### config.mk
export PLATFORM = sky130hd
export DESIGN_NAME = scsi_bus_phase_control
export DESIGN_NICKNAME = d
export VERILOG_FILES = /design/src/inc/scsi_phase_pkg.sv /design/src/hw/scsi_bus_phase_control.sv
export SDC_FILE = /design/constraint.sdc
export NUM_CORES = 1
export LEC_CHECK = 0
export BUFFER_PORTS_ARGS = -buffer_cell sky130_fd_sc_hd__buf_2
export CORE_ASPECT_RATIO = 1.75
export CORE_MARGIN = 4
export CORE_UTILIZATION = 45
export CTS_CLUSTER_SIZE = 14
export DETAILED_ROUTE_END_ITERATION = 10
export PLACE_DENSITY = 0.72
export SLEW_MARGIN = 0
export SYNTH_ARGS = -nofsm -noshare
export SYNTH_HDL_FRONTEND = slang
export SYNTH_SLANG_ARGS = --single-unit
### constraint.sdc
create_clock -name pclk -period 3.8 [get_ports pclk]
set_input_delay 0 -clock pclk [delete_from_list [all_inputs] [get_ports pclk]]
set_output_delay 0 -clock pclk [all_outputs]
set_load 0.1 [all_outputs]
### src/inc/scsi_phase_pkg.sv
// Register map, field positions and carrier types of the SCSI phase core
//
// Overview of operation
// - Watched busy loss raises an interrupt
// - Busy loss clears control bits 5..0, releases bus
// - DMA bit precedes strobes; core handshakes itself
// - DMA bit survives transfer end
// - Arbitrate waits bus free, reports outcome
// - Target phase lines driven only in target role
// - Initiator DMA phase mismatch on request interrupts
// - Initiator flags final byte actually sent
// - Phase bits decode to six bus phases
// - Live bus register shows control lines
// - Masked ID with selection raises interrupt
// - High ID mask extends selection matching
// - High ID register shows live high lines
// - Parity checked during selection and receive
// - DMA finished flag clears with DMA bit
// - Parity fault latched only when checking enabled
// - Clear strobe read clears three flags
// - Phase equal flag tracks bus continuously
// - Busy loss sets flag, kills outputs, DMA
// - Strobes start send or role-matched receive
// - Target role bit gates driven signals
// - Parity check enable latches or ignores errors
`default_nettype none

package scsi_phase_pkg;

  localparam int          ADDR_W        = 18;
  // Register indices; byte address is four times the index
  localparam logic [15:0] IDX_OUT_BYTE  = 16'hfc00;
  localparam logic [15:0] IDX_INIT_CTRL = 16'hfc01;
  localparam logic [15:0] IDX_MODE      = 16'hfc02;
  localparam logic [15:0] IDX_TPHASE    = 16'hfc03;
  localparam logic [15:0] IDX_LIVE_BUS  = 16'hfc04;
  localparam logic [15:0] IDX_FLAGS     = 16'hfc05;
  localparam logic [15:0] IDX_TGT_RX    = 16'hfc06;
  localparam logic [15:0] IDX_CLR       = 16'hfc07;
  localparam logic [15:0] IDX_HIGH_ID   = 16'hfc08;
  localparam logic [15:0] IDX_HIGH_MASK = 16'hfc0c;

  localparam logic [7:0]  MODE_RESET    = 8'h00;
  localparam logic [7:0]  MODE_WMASK    = 8'hf7;
  localparam logic [3:0]  TPHASE_RESET  = 4'h0;
  localparam logic [5:0]  CTRL_RESET    = 6'h00;

  // Mode fields
  localparam int MODE_TGT = 6;
  localparam int MODE_PCHK = 5;
  localparam int MODE_EPI = 4;
  localparam int MODE_WATCH = 2;
  localparam int MODE_DMA = 1;
  localparam int MODE_ARB = 0;
  // Initiator control fields (4..0 index stored bits 4..0; 7..5 are register bit positions)
  localparam int CTRL_ACK = 4;
  localparam int CTRL_BSY = 3;
  localparam int CTRL_SEL = 2;
  localparam int CTRL_ATN = 1;
  localparam int CTRL_DRV = 0;
  localparam int CTRL_RST = 7;
  localparam int CTRL_ARBON = 6;
  localparam int CTRL_LOST  = 5;
  // Target phase fields
  localparam int TP_FINAL = 7;
  localparam int TP_REQ   = 3;
  // Flag register fields
  localparam int FL_DONE  = 7;
  localparam int FL_PFLT  = 5;
  localparam int FL_INT   = 4;
  localparam int FL_PEQ   = 3;
  localparam int FL_BLOSS = 2;
  localparam int FL_ATN   = 1;
  localparam int FL_ACK   = 0;
  localparam int HID_LSB  = 5;

  typedef enum logic [2:0] {
    PH_DATA_OUT = 3'b000,
    PH_COMMAND  = 3'b010,
    PH_MSG_OUT  = 3'b110,
    PH_DATA_IN  = 3'b001,
    PH_STATUS   = 3'b011,
    PH_MSG_IN   = 3'b111
  } phase_t;

  // Bus lines as seen, active high (true = asserted on the wire)
  typedef struct packed {
    logic       rst;
    logic       bsy;
    logic       req;
    logic       msg;
    logic       cd;
    logic       io;
    logic       sel;
    logic       dbp;
    logic       atn;
    logic       ack;
    logic [7:0] db;
    logic [2:0] hid;
  } scsi_in_t;

  // Output enables: high means the core asserts that line
  typedef struct packed {
    logic rst;
    logic bsy;
    logic sel;
    logic atn;
    logic ack;
    logic req;
    logic msg;
    logic cd;
    logic io;
    logic db;
  } scsi_oe_t;

  function automatic logic phase_defined(input logic [2:0] p);
    logic ok;
    ok = 1'b0;
    case (p)
      PH_DATA_OUT, PH_COMMAND, PH_MSG_OUT,
      PH_DATA_IN, PH_STATUS, PH_MSG_IN: ok = 1'b1;
      default: ok = 1'b0;
    endcase
    return ok;
  endfunction : phase_defined

endpackage : scsi_phase_pkg

`default_nettype wire

### src/hw/scsi_bus_phase_control.sv
// SCSI bus phase control core with APB register access
//
// Added by the designer: register access over APB.
`default_nettype none

module scsi_bus_phase_control
  import scsi_phase_pkg::*;
(
  input  wire logic              pclk,
  input  wire logic              presetn,
  input  wire logic              ce,
  input  wire logic              psel,
  input  wire logic              penable,
  input  wire logic              pwrite,
  input  wire logic [ADDR_W-1:0] paddr,
  input  wire logic [31:0]       pwdata,
  output var  logic [31:0]       prdata,
  output logic                   pready,
  output logic                   pslverr,
  input  wire scsi_in_t          bus_in,
  output scsi_oe_t               bus_oe,
  output var  logic [7:0]        bus_db_out,
  output var  logic              bus_dbp_out,
  input  wire logic              dma_tx_valid,
  input  wire logic [7:0]        dma_tx_data,
  input  wire logic              dma_last,
  output logic                   dma_tx_ready,
  output var  logic              dma_rx_valid,
  output var  logic [7:0]        dma_rx_data,
  output var  logic              irq
);

  typedef enum logic [1:0] {ARB_OFF, ARB_WAIT, ARB_ON} arb_t;
  typedef enum logic [1:0] {X_IDLE, X_LOAD, X_HOLD, X_TAIL} xfer_t;

  typedef struct packed {
    logic [7:0]  out_byte;
    logic        ctrl_rst;
    logic        arb_lost;
    logic [4:0]  ctrl;
    logic [7:0]  mode;
    logic [3:0]  tphase;
    logic        final_sent;
    logic [7:0]  sel_mask;
    logic [2:0]  hid_mask;
    logic        dma_finished_flag;
    logic        parity_fault_flag;
    logic        interrupt_active_flag;
    logic        busy_loss_flag;
    logic        bsy_q;
    logic        req_q;
    logic        selm_q;
    arb_t        arbitrate_bit;
    xfer_t       xf;
    logic        x_send;
    logic        x_tgt;
    logic        x_last;
    logic        own;
    logic [7:0]  x_byte;
    logic [31:0] rdata;
    logic        rx_valid;
    logic [7:0]  rx_data;
  } st_t;

  st_t s, next_s;

  logic        setup, acc, hit, peq, bsy_fall, selm, bad_par, known_ph;
  logic        tgt, start_ok, busy_evt, mode_wr, send_go;
  logic [15:0] idx;
  logic [7:0]  rd;

  function automatic logic [15:0] reg_index(input logic [ADDR_W-1:0] a);
    return a[ADDR_W-1:2];
  endfunction : reg_index

  // Misaligned or unmapped words answer with an error, never a side effect
  function automatic logic reg_mapped(input logic [ADDR_W-1:0] a);
    logic [15:0] i;
    i = reg_index(a);
    return (a[1:0] == 2'b00) && (i >= IDX_OUT_BYTE)
        && ((i <= IDX_HIGH_ID) || (i == IDX_HIGH_MASK));
  endfunction : reg_mapped

  // Zero wait states; read data is already in its flop by the access cycle
  assign pready  = 1'b1;
  assign pslverr = psel & penable & ~reg_mapped(paddr);

  always_comb begin
    next_s       = s;
    dma_tx_ready = 1'b0;
    setup    = psel & ~penable;
    acc      = psel & penable;
    idx      = reg_index(paddr);
    hit      = reg_mapped(paddr);
    tgt      = s.mode[MODE_TGT];
    peq      = ({bus_in.msg, bus_in.cd, bus_in.io} == s.tphase[2:0]);
    known_ph = phase_defined(s.tphase[2:0]);
    bsy_fall = s.bsy_q & ~bus_in.bsy;
    busy_evt = s.mode[MODE_WATCH] & bsy_fall;
    // Odd parity over data plus parity line
    bad_par  = ~^{bus_in.db, bus_in.dbp};
    selm = ~bus_in.bsy & bus_in.sel
         & ((|(bus_in.db & s.sel_mask))
         |  (|(bus_in.hid & s.hid_mask)));
    mode_wr  = acc & pwrite & hit & (idx == IDX_MODE);
    start_ok = acc & pwrite & hit & s.mode[MODE_DMA];
    send_go  = start_ok & (idx == IDX_FLAGS);
    next_s.bsy_q    = bus_in.bsy;
    next_s.req_q    = bus_in.req;
    next_s.selm_q   = selm;
    next_s.rx_valid = 1'b0;

    rd = 8'h00;
    case (idx)
      IDX_OUT_BYTE:  rd = bus_in.db;
      IDX_INIT_CTRL: rd = {s.ctrl_rst, s.arbitrate_bit == ARB_ON, s.arb_lost, s.ctrl};
      IDX_MODE:      rd = s.mode;
      IDX_TPHASE:    rd = {s.final_sent, 3'b000, s.tphase};
      IDX_LIVE_BUS:  rd = {bus_in.rst, bus_in.bsy, bus_in.req, bus_in.msg,
                           bus_in.cd, bus_in.io, bus_in.sel,
                           bus_in.dbp};
      IDX_FLAGS:     rd = {s.dma_finished_flag, 1'b0, s.parity_fault_flag, s.interrupt_active_flag, peq, s.busy_loss_flag,
                           bus_in.atn, bus_in.ack};
      IDX_HIGH_ID:   rd = {bus_in.hid, 5'b00000};
      default:       rd = 8'h00;
    endcase
    // Read data is caught in the setup cycle so prdata comes from a flop
    if (setup & ~pwrite) begin
      next_s.rdata = {24'h00_0000, hit ? rd : 8'h00};
    end

    if (acc & pwrite & hit) begin
      unique case (idx)
        IDX_OUT_BYTE:  next_s.out_byte = pwdata[7:0];
        IDX_INIT_CTRL: begin
          next_s.ctrl_rst = pwdata[CTRL_RST];
          next_s.ctrl     = pwdata[4:0];
        end
        IDX_MODE: begin
          next_s.mode = pwdata[7:0] & MODE_WMASK;
          // DMA can only be switched on while busy is seen
          if (~bus_in.bsy & ~s.mode[MODE_DMA]) begin
            next_s.mode[MODE_DMA] = 1'b0;
          end
        end
        IDX_TPHASE:    next_s.tphase = pwdata[3:0];
        IDX_LIVE_BUS:  next_s.sel_mask = pwdata[7:0];
        IDX_HIGH_MASK: next_s.hid_mask = pwdata[7:HID_LSB];
        default: ;
      endcase
    end
    if (acc & ~pwrite & hit & (idx == IDX_CLR)) begin
      next_s.parity_fault_flag = 1'b0;
      next_s.interrupt_active_flag  = 1'b0;
      next_s.busy_loss_flag = 1'b0;
    end

    // Strobes: send in either role, receives need the matching role
    if (send_go
        | (start_ok & (idx == IDX_TGT_RX) & tgt)
        | (start_ok & (idx == IDX_CLR) & ~tgt)) begin
      next_s.xf         = X_LOAD;
      next_s.x_send     = send_go;
      next_s.x_tgt      = tgt;
      next_s.final_sent = 1'b0;
      next_s.dma_finished_flag        = 1'b0;
      next_s.own        = 1'b0;
    end

    // Automatic REQ/ACK handshake while DMA is on
    unique case (s.xf)
      X_IDLE: ;
      X_LOAD: begin
        if (s.x_tgt) begin
          if (~s.x_send | dma_tx_valid) begin
            dma_tx_ready = s.x_send;
            if (s.x_send) begin
              next_s.x_byte = dma_tx_data;
              next_s.x_last = dma_last;
              next_s.dma_finished_flag    = dma_last;
            end
            next_s.own = 1'b1;
            next_s.xf  = X_HOLD;
          end
        end else if (bus_in.req & peq & known_ph
                     & (~s.x_send | dma_tx_valid)) begin
          dma_tx_ready    = s.x_send;
          next_s.x_last   = dma_last;
          next_s.dma_finished_flag      = dma_last;
          if (s.x_send) begin
            next_s.x_byte = dma_tx_data;
          end else begin
            next_s.rx_valid = 1'b1;
            next_s.rx_data  = bus_in.db;
          end
          next_s.own = 1'b1;
          next_s.xf  = X_HOLD;
        end
      end
      X_HOLD: begin
        if (s.x_tgt & bus_in.ack) begin
          if (~s.x_send) begin
            next_s.rx_valid = 1'b1;
            next_s.rx_data  = bus_in.db;
            next_s.x_last   = dma_last;
            next_s.dma_finished_flag      = dma_last;
          end
          next_s.own = 1'b0;
          next_s.xf  = X_TAIL;
        end else if (~s.x_tgt & ~bus_in.req) begin
          next_s.own = 1'b0;
          next_s.xf  = s.x_last ? X_IDLE : X_LOAD;
          if (s.x_last & s.x_send) begin
            next_s.final_sent = 1'b1;
          end
        end
      end
      X_TAIL: begin
        if (~bus_in.ack) begin
          next_s.xf = s.x_last ? X_IDLE : X_LOAD;
        end
      end
    endcase

    // Parity on received bytes and on selection
    if (s.mode[MODE_PCHK] & bad_par
        & (next_s.rx_valid | (selm & ~s.selm_q))) begin
      next_s.parity_fault_flag = 1'b1;
      if (s.mode[MODE_EPI]) begin
        next_s.interrupt_active_flag = 1'b1;
      end
    end
    if (selm & ~s.selm_q) begin
      next_s.interrupt_active_flag = 1'b1;
    end
    if (~tgt & s.mode[MODE_DMA] & bus_in.req & ~s.req_q & ~peq) begin
      next_s.interrupt_active_flag = 1'b1;
    end

    // Arbitration
    if (~next_s.mode[MODE_ARB]) begin
      next_s.arbitrate_bit      = ARB_OFF;
      next_s.arb_lost = 1'b0;
    end else begin
      unique case (s.arbitrate_bit)
        ARB_OFF:  next_s.arbitrate_bit = ARB_WAIT;
        ARB_WAIT: if (~bus_in.bsy & ~bus_in.sel) begin
          next_s.arbitrate_bit = ARB_ON;
        end
        ARB_ON:   if (bus_in.sel & ~s.ctrl[CTRL_SEL]) begin
          next_s.arb_lost = 1'b1;
        end
      endcase
    end

    // A transfer end leaves the DMA bit on; only mode writes and busy loss clear it
    if (~next_s.mode[MODE_DMA]) begin
      next_s.dma_finished_flag = 1'b0;
      next_s.xf  = X_IDLE;
      next_s.own = 1'b0;
    end

    // Busy loss has the last word over every other update
    if (busy_evt) begin
      next_s.busy_loss_flag           = 1'b1;
      next_s.interrupt_active_flag            = 1'b1;
      next_s.ctrl           = CTRL_RESET[4:0];
      next_s.arb_lost       = 1'b0;
      next_s.mode[MODE_DMA] = 1'b0;
      next_s.dma_finished_flag            = 1'b0;
      next_s.xf             = X_IDLE;
      next_s.own            = 1'b0;
    end
  end

  // Mode, target phase and control start from their package reset values; all other fields start from zero
  always_ff @(posedge pclk or negedge presetn) begin
    if (!presetn) begin
      s          <= '0;
      s.mode     <= MODE_RESET;
      s.tphase   <= TPHASE_RESET;
      s.ctrl     <= CTRL_RESET[4:0];
      s.arbitrate_bit      <= ARB_OFF;
      s.xf       <= X_IDLE;
    end else if (ce) begin
      s <= next_s;
    end
  end

  // Data lines follow the DMA byte only while a send transfer is not idle
  logic kill, xsend_act;
  assign kill      = s.busy_loss_flag;
  assign xsend_act = (s.xf != X_IDLE) & s.x_send;

  // Outputs are released while the busy error stands
  always_comb begin
    bus_oe      = '0;
    bus_db_out  = xsend_act ? s.x_byte : s.out_byte;
    bus_dbp_out = ~^bus_db_out;
    if (~kill) begin
      bus_oe.rst = s.ctrl_rst;
      bus_oe.bsy = s.ctrl[CTRL_BSY] | (s.arbitrate_bit == ARB_ON);
      bus_oe.sel = s.ctrl[CTRL_SEL];
      bus_oe.atn = s.ctrl[CTRL_ATN] & ~tgt;
      bus_oe.ack = ~tgt & (s.ctrl[CTRL_ACK] | s.own);
      // Request bit has no meaning for an initiator
      bus_oe.req = tgt & (s.tphase[TP_REQ] | s.own);
      bus_oe.msg = tgt & s.tphase[2];
      bus_oe.cd  = tgt & s.tphase[1];
      bus_oe.io  = tgt & s.tphase[0];
      bus_oe.db  = (s.arbitrate_bit == ARB_ON)
                 | (s.ctrl[CTRL_DRV] & (tgt | (~bus_in.io & peq)));
    end
  end

  // Read data and received bytes come straight from flops
  assign prdata       = s.rdata;
  assign dma_rx_valid = s.rx_valid;
  assign dma_rx_data  = s.rx_data;
  assign irq          = s.interrupt_active_flag;
endmodule : scsi_bus_phase_control

`default_nettype wire

==> flow_summary.ini <==
[logic_synthesis]
ys_top_cells_by_area = dfrtp_1 41%, mux2_2 12%, buf_4 6.5%, a22o_1 2.8%, nand2_1 2.8%
syn_area_um2 = 4750
ys_ff_latch = 78
yosysTopAreaCell = dfrtp_1
yosys_warnings = 0
synthArstFlopShare_pct = 100
yosysUniqueCellTypes = 64
synth_top_area_share_pct = 41.1
synth_edf_count = 0
synth_top_flop_cell = dfrtp_1
postSynthCellCount = 471
yosysSeqAreaShare_pct = 41.1
synthesis.area_per_instance_um2 = 10.1

[pwr]
ir_drop_mv = 0.302
leakagePower_nw = 2.67
finalPower_w = 0.00209
power_density_nw_per_um2 = 371

[route]
drtPass1Iterations = 5
viasPerCell = 5.94
vias = 4174
route.detailed.wl_per_inst_um = 21.1
wl_um = 14800
final_antenna_net_count = 0
drt_iter0_markers = 282
drc = 0

[place]
gp_congestion = 0.955
hpwl_um = 11400
port_buffers = 101

[sta]
setup-tns-final_ns = 0
skew_ns = 0.00784
setup_viol = 0
final.period_utilization_pct = 83.3
rsz0062_at_grt = false
max_slew_margin_pct = 33.5
max_freq_mhz = 316
fin_crit_ns = 3.17
tightest_slew_ns = 0.997
slew_violations = 0
hold_viol_final = 0

[global_routing]
grt_usage_pct = 24.6
antenna_found_initial = 0
grt_pass1_vias = 4206
grt_max_degree = 79
grt_pass1_wl_um = 22900
overflow = 0

[critical_path]
end_kind = primary output
crit_path_start_kind = register
path_buf_inv = 2
critPathTopFamily = XOR/XNOR gates
cp_max_fo = 8
slowest_delay_ns = 0.43
crit_path_start = s[54]
cp_cell_sequence = inv_1, ha_1, nand2b_1, mux2_2, xor2_1, xor3_1, xnor3_1, buf_2
slowest_stage = nand2b_1
reg2reg_setup_slack_ns = 1.04
regToRegEndpoint = s[46]
crit_required_ns = 3.80
rr_startpoint = s[77]
r2r_cells = 6
criticalPathCategory = reg -> out
crit_arrival_ns = 3.17

[floorplan]
core_um2 = 10300
chipHeight_um = 144
rows = 49
initial_core_util_pct = 46.1
die_w_um = 85.7
ios = 151
die_area_um2 = 12300

[finish]
layout-drive-gt1-share_pct = 31.4
nets = 662
insertedDiodeCount = 0
syn_to_final_growth_pct = 18.7

[run_status]
outcome = finished, final reports clean

[min_path]
min-delay-start = pwdata[0]
min_path_cells = 2
min_to = s[88]
worst_hold_path_type = in -> reg

[clocking]
clk_pin_slew_ns = 0.06
clockBufferDepth = 2
cts_resized = 0
cts_setup_buffers = 0
cts_made_buffers = 9
clock-sinks = 78
htreeDepth = 3
cts_hold_buffers = 20
worstSkewPairLatency_ns = 0.34
cts_root_buf = clkbuf_16
cts_tree = yes

[job]
cap_violations = 0
-- cell usage after synthesis, drive strengths merged (3+ instances only) --
cell type / instances
and2: 7
nand2b: 10
and3: 4
nor2b: 6
buf: 42
o21a: 5
mux2i: 4
a221oi: 10
nor2: 21
or4: 3
dfrtp: 78
a211oi: 4
a22oi: 9
a21oi: 8
o21ai: 19
xor2: 5
a21o: 3
nand2: 37
nor3: 10
nand4: 4
clkbuf: 16
ha: 4
a22o: 15
nand3: 17
xnor2: 10
nor3b: 4
mux2: 49
a31oi: 5
a222oi: 6
or2: 5
nor4: 4
or3: 4
inv: 13
-- cells in the final DEF (no fill, tap or decap), types with 5 or more instances in the layout --
cell type	Yosys	layout
buf_2	1	100
dfrtp_1	78	78
mux2_2	49	49
nand2_1	35	35
conb_1	2	25
nor2_1	21	21
dlygate4sd3_1	0	20
o21ai_0	19	19
nand3_1	17	17
a22o_1	15	15
inv_1	13	13
nand2b_1	10	10
xnor2_1	10	10
nor3_1	9	9
a22oi_1	9	9
a221oi_1	9	9
clkbuf_16	0	9
a21oi_1	8	8
and2_1	7	7
nor2b_1	6	6
a222oi_1	6	6
o21a_1	5	5
xor2_1	5	5
a31oi_1	5	5
-- sequential cells by signal, summed over array words and instances (netlist names) --
| signal | count |
|---|---|
| dma_rx_valid | 1 |
| prdata | 8 |
| irq | 1 |
| kill | 1 |
| dma_rx_data | 8 |
| s | 59 |
-- report_power, final --
part	internal (W)	switching (W)	total (W)
Combinational	0.0000930	0.000309	0.000402
Clock	0.000463	0.000347	0.000810
Sequential	0.000856	0.0000247	0.000881
-- layout make-up --
| type | instances | area, um^2 |
|---|---|---|
| flip-flops and latches | 78 | 1950 |
| fillers | 948 | 4660 |
| repair buffers | 124 | 731 |
| well taps | 127 | 159 |
| clock inverters | 6 | 46.3 |
| multi-input cells | 345 | 2460 |
| clock buffers | 10 | 239 |
| inverters | 13 | 48.8 |
-- worst register-to-register path: cells and delay by family, from the launching register on --
family / cells / cell delay (ns)
flip-flops: 1 / 0.43
XOR/XNOR: 1 / 0.18
multiplexers: 1 / 0.41
AO/OA/AOI/OAI: 1 / 0.52
AND/OR/NAND/NOR: 3 / 1.09
-- cells by family after synthesis --
| kind of cell | count (synthesis) | synth area share [%] |
|---|---|---|
| other | 2 | 0.158 |
| xor gates and xnor gates | 17 | 3.74 |
| adders and majority gates | 4 | 1.05 |
| muxes | 53 | 12.5 |
| DFF | 78 | 41.1 |
| and+or+nand+nor | 144 | 16.2 |
| buffers and inverters | 71 | 8.90 |
| AOI/OAI and AO/OA | 102 | 16.4 |
-- per-stage QoR --
stage | hold slack, ns | instance area, um^2 | utilization, % | setup WS [ns] | std cells
6_report | 0.00839 | 5640 | 54.7 | 0.634 | 703
2_1_floorplan | -0.296 | 4840 | - | 0.642 | 494
3_3_place_gp | 0.195 | 5150 | 50.0 | 1.08 | 667
4_1_cts | 0.00112 | 5640 | 54.7 | 0.616 | 703
5_1_grt | 0.00477 | 5640 | 54.7 | 0.489 | 703
3_5_place_dp | 0.218 | 5150 | 50.0 | 0.988 | 667
-- worst max path at each step --
stage / endpoint / cells past startpoint
2_1_floorplan: bus_dbp_out / 7
6_report: bus_dbp_out / 8
3_3_place_gp: bus_dbp_out / 8
5_1_grt: bus_dbp_out / 8
4_1_cts: bus_dbp_out / 8
3_5_place_dp: bus_dbp_out / 8
-- routing by layer --
metal / global-route usage (%) / wire [um] / vias up
met3: 3.61 / 883 / 53
met5: 0 / 0 / -
met2: 42.3 / 7580 / 218
met4: 16.4 / 965 / 0
li1: - / - / 1879
met1: 27.9 / 5420 / 2024
Power figures use the tool's default switching activity.
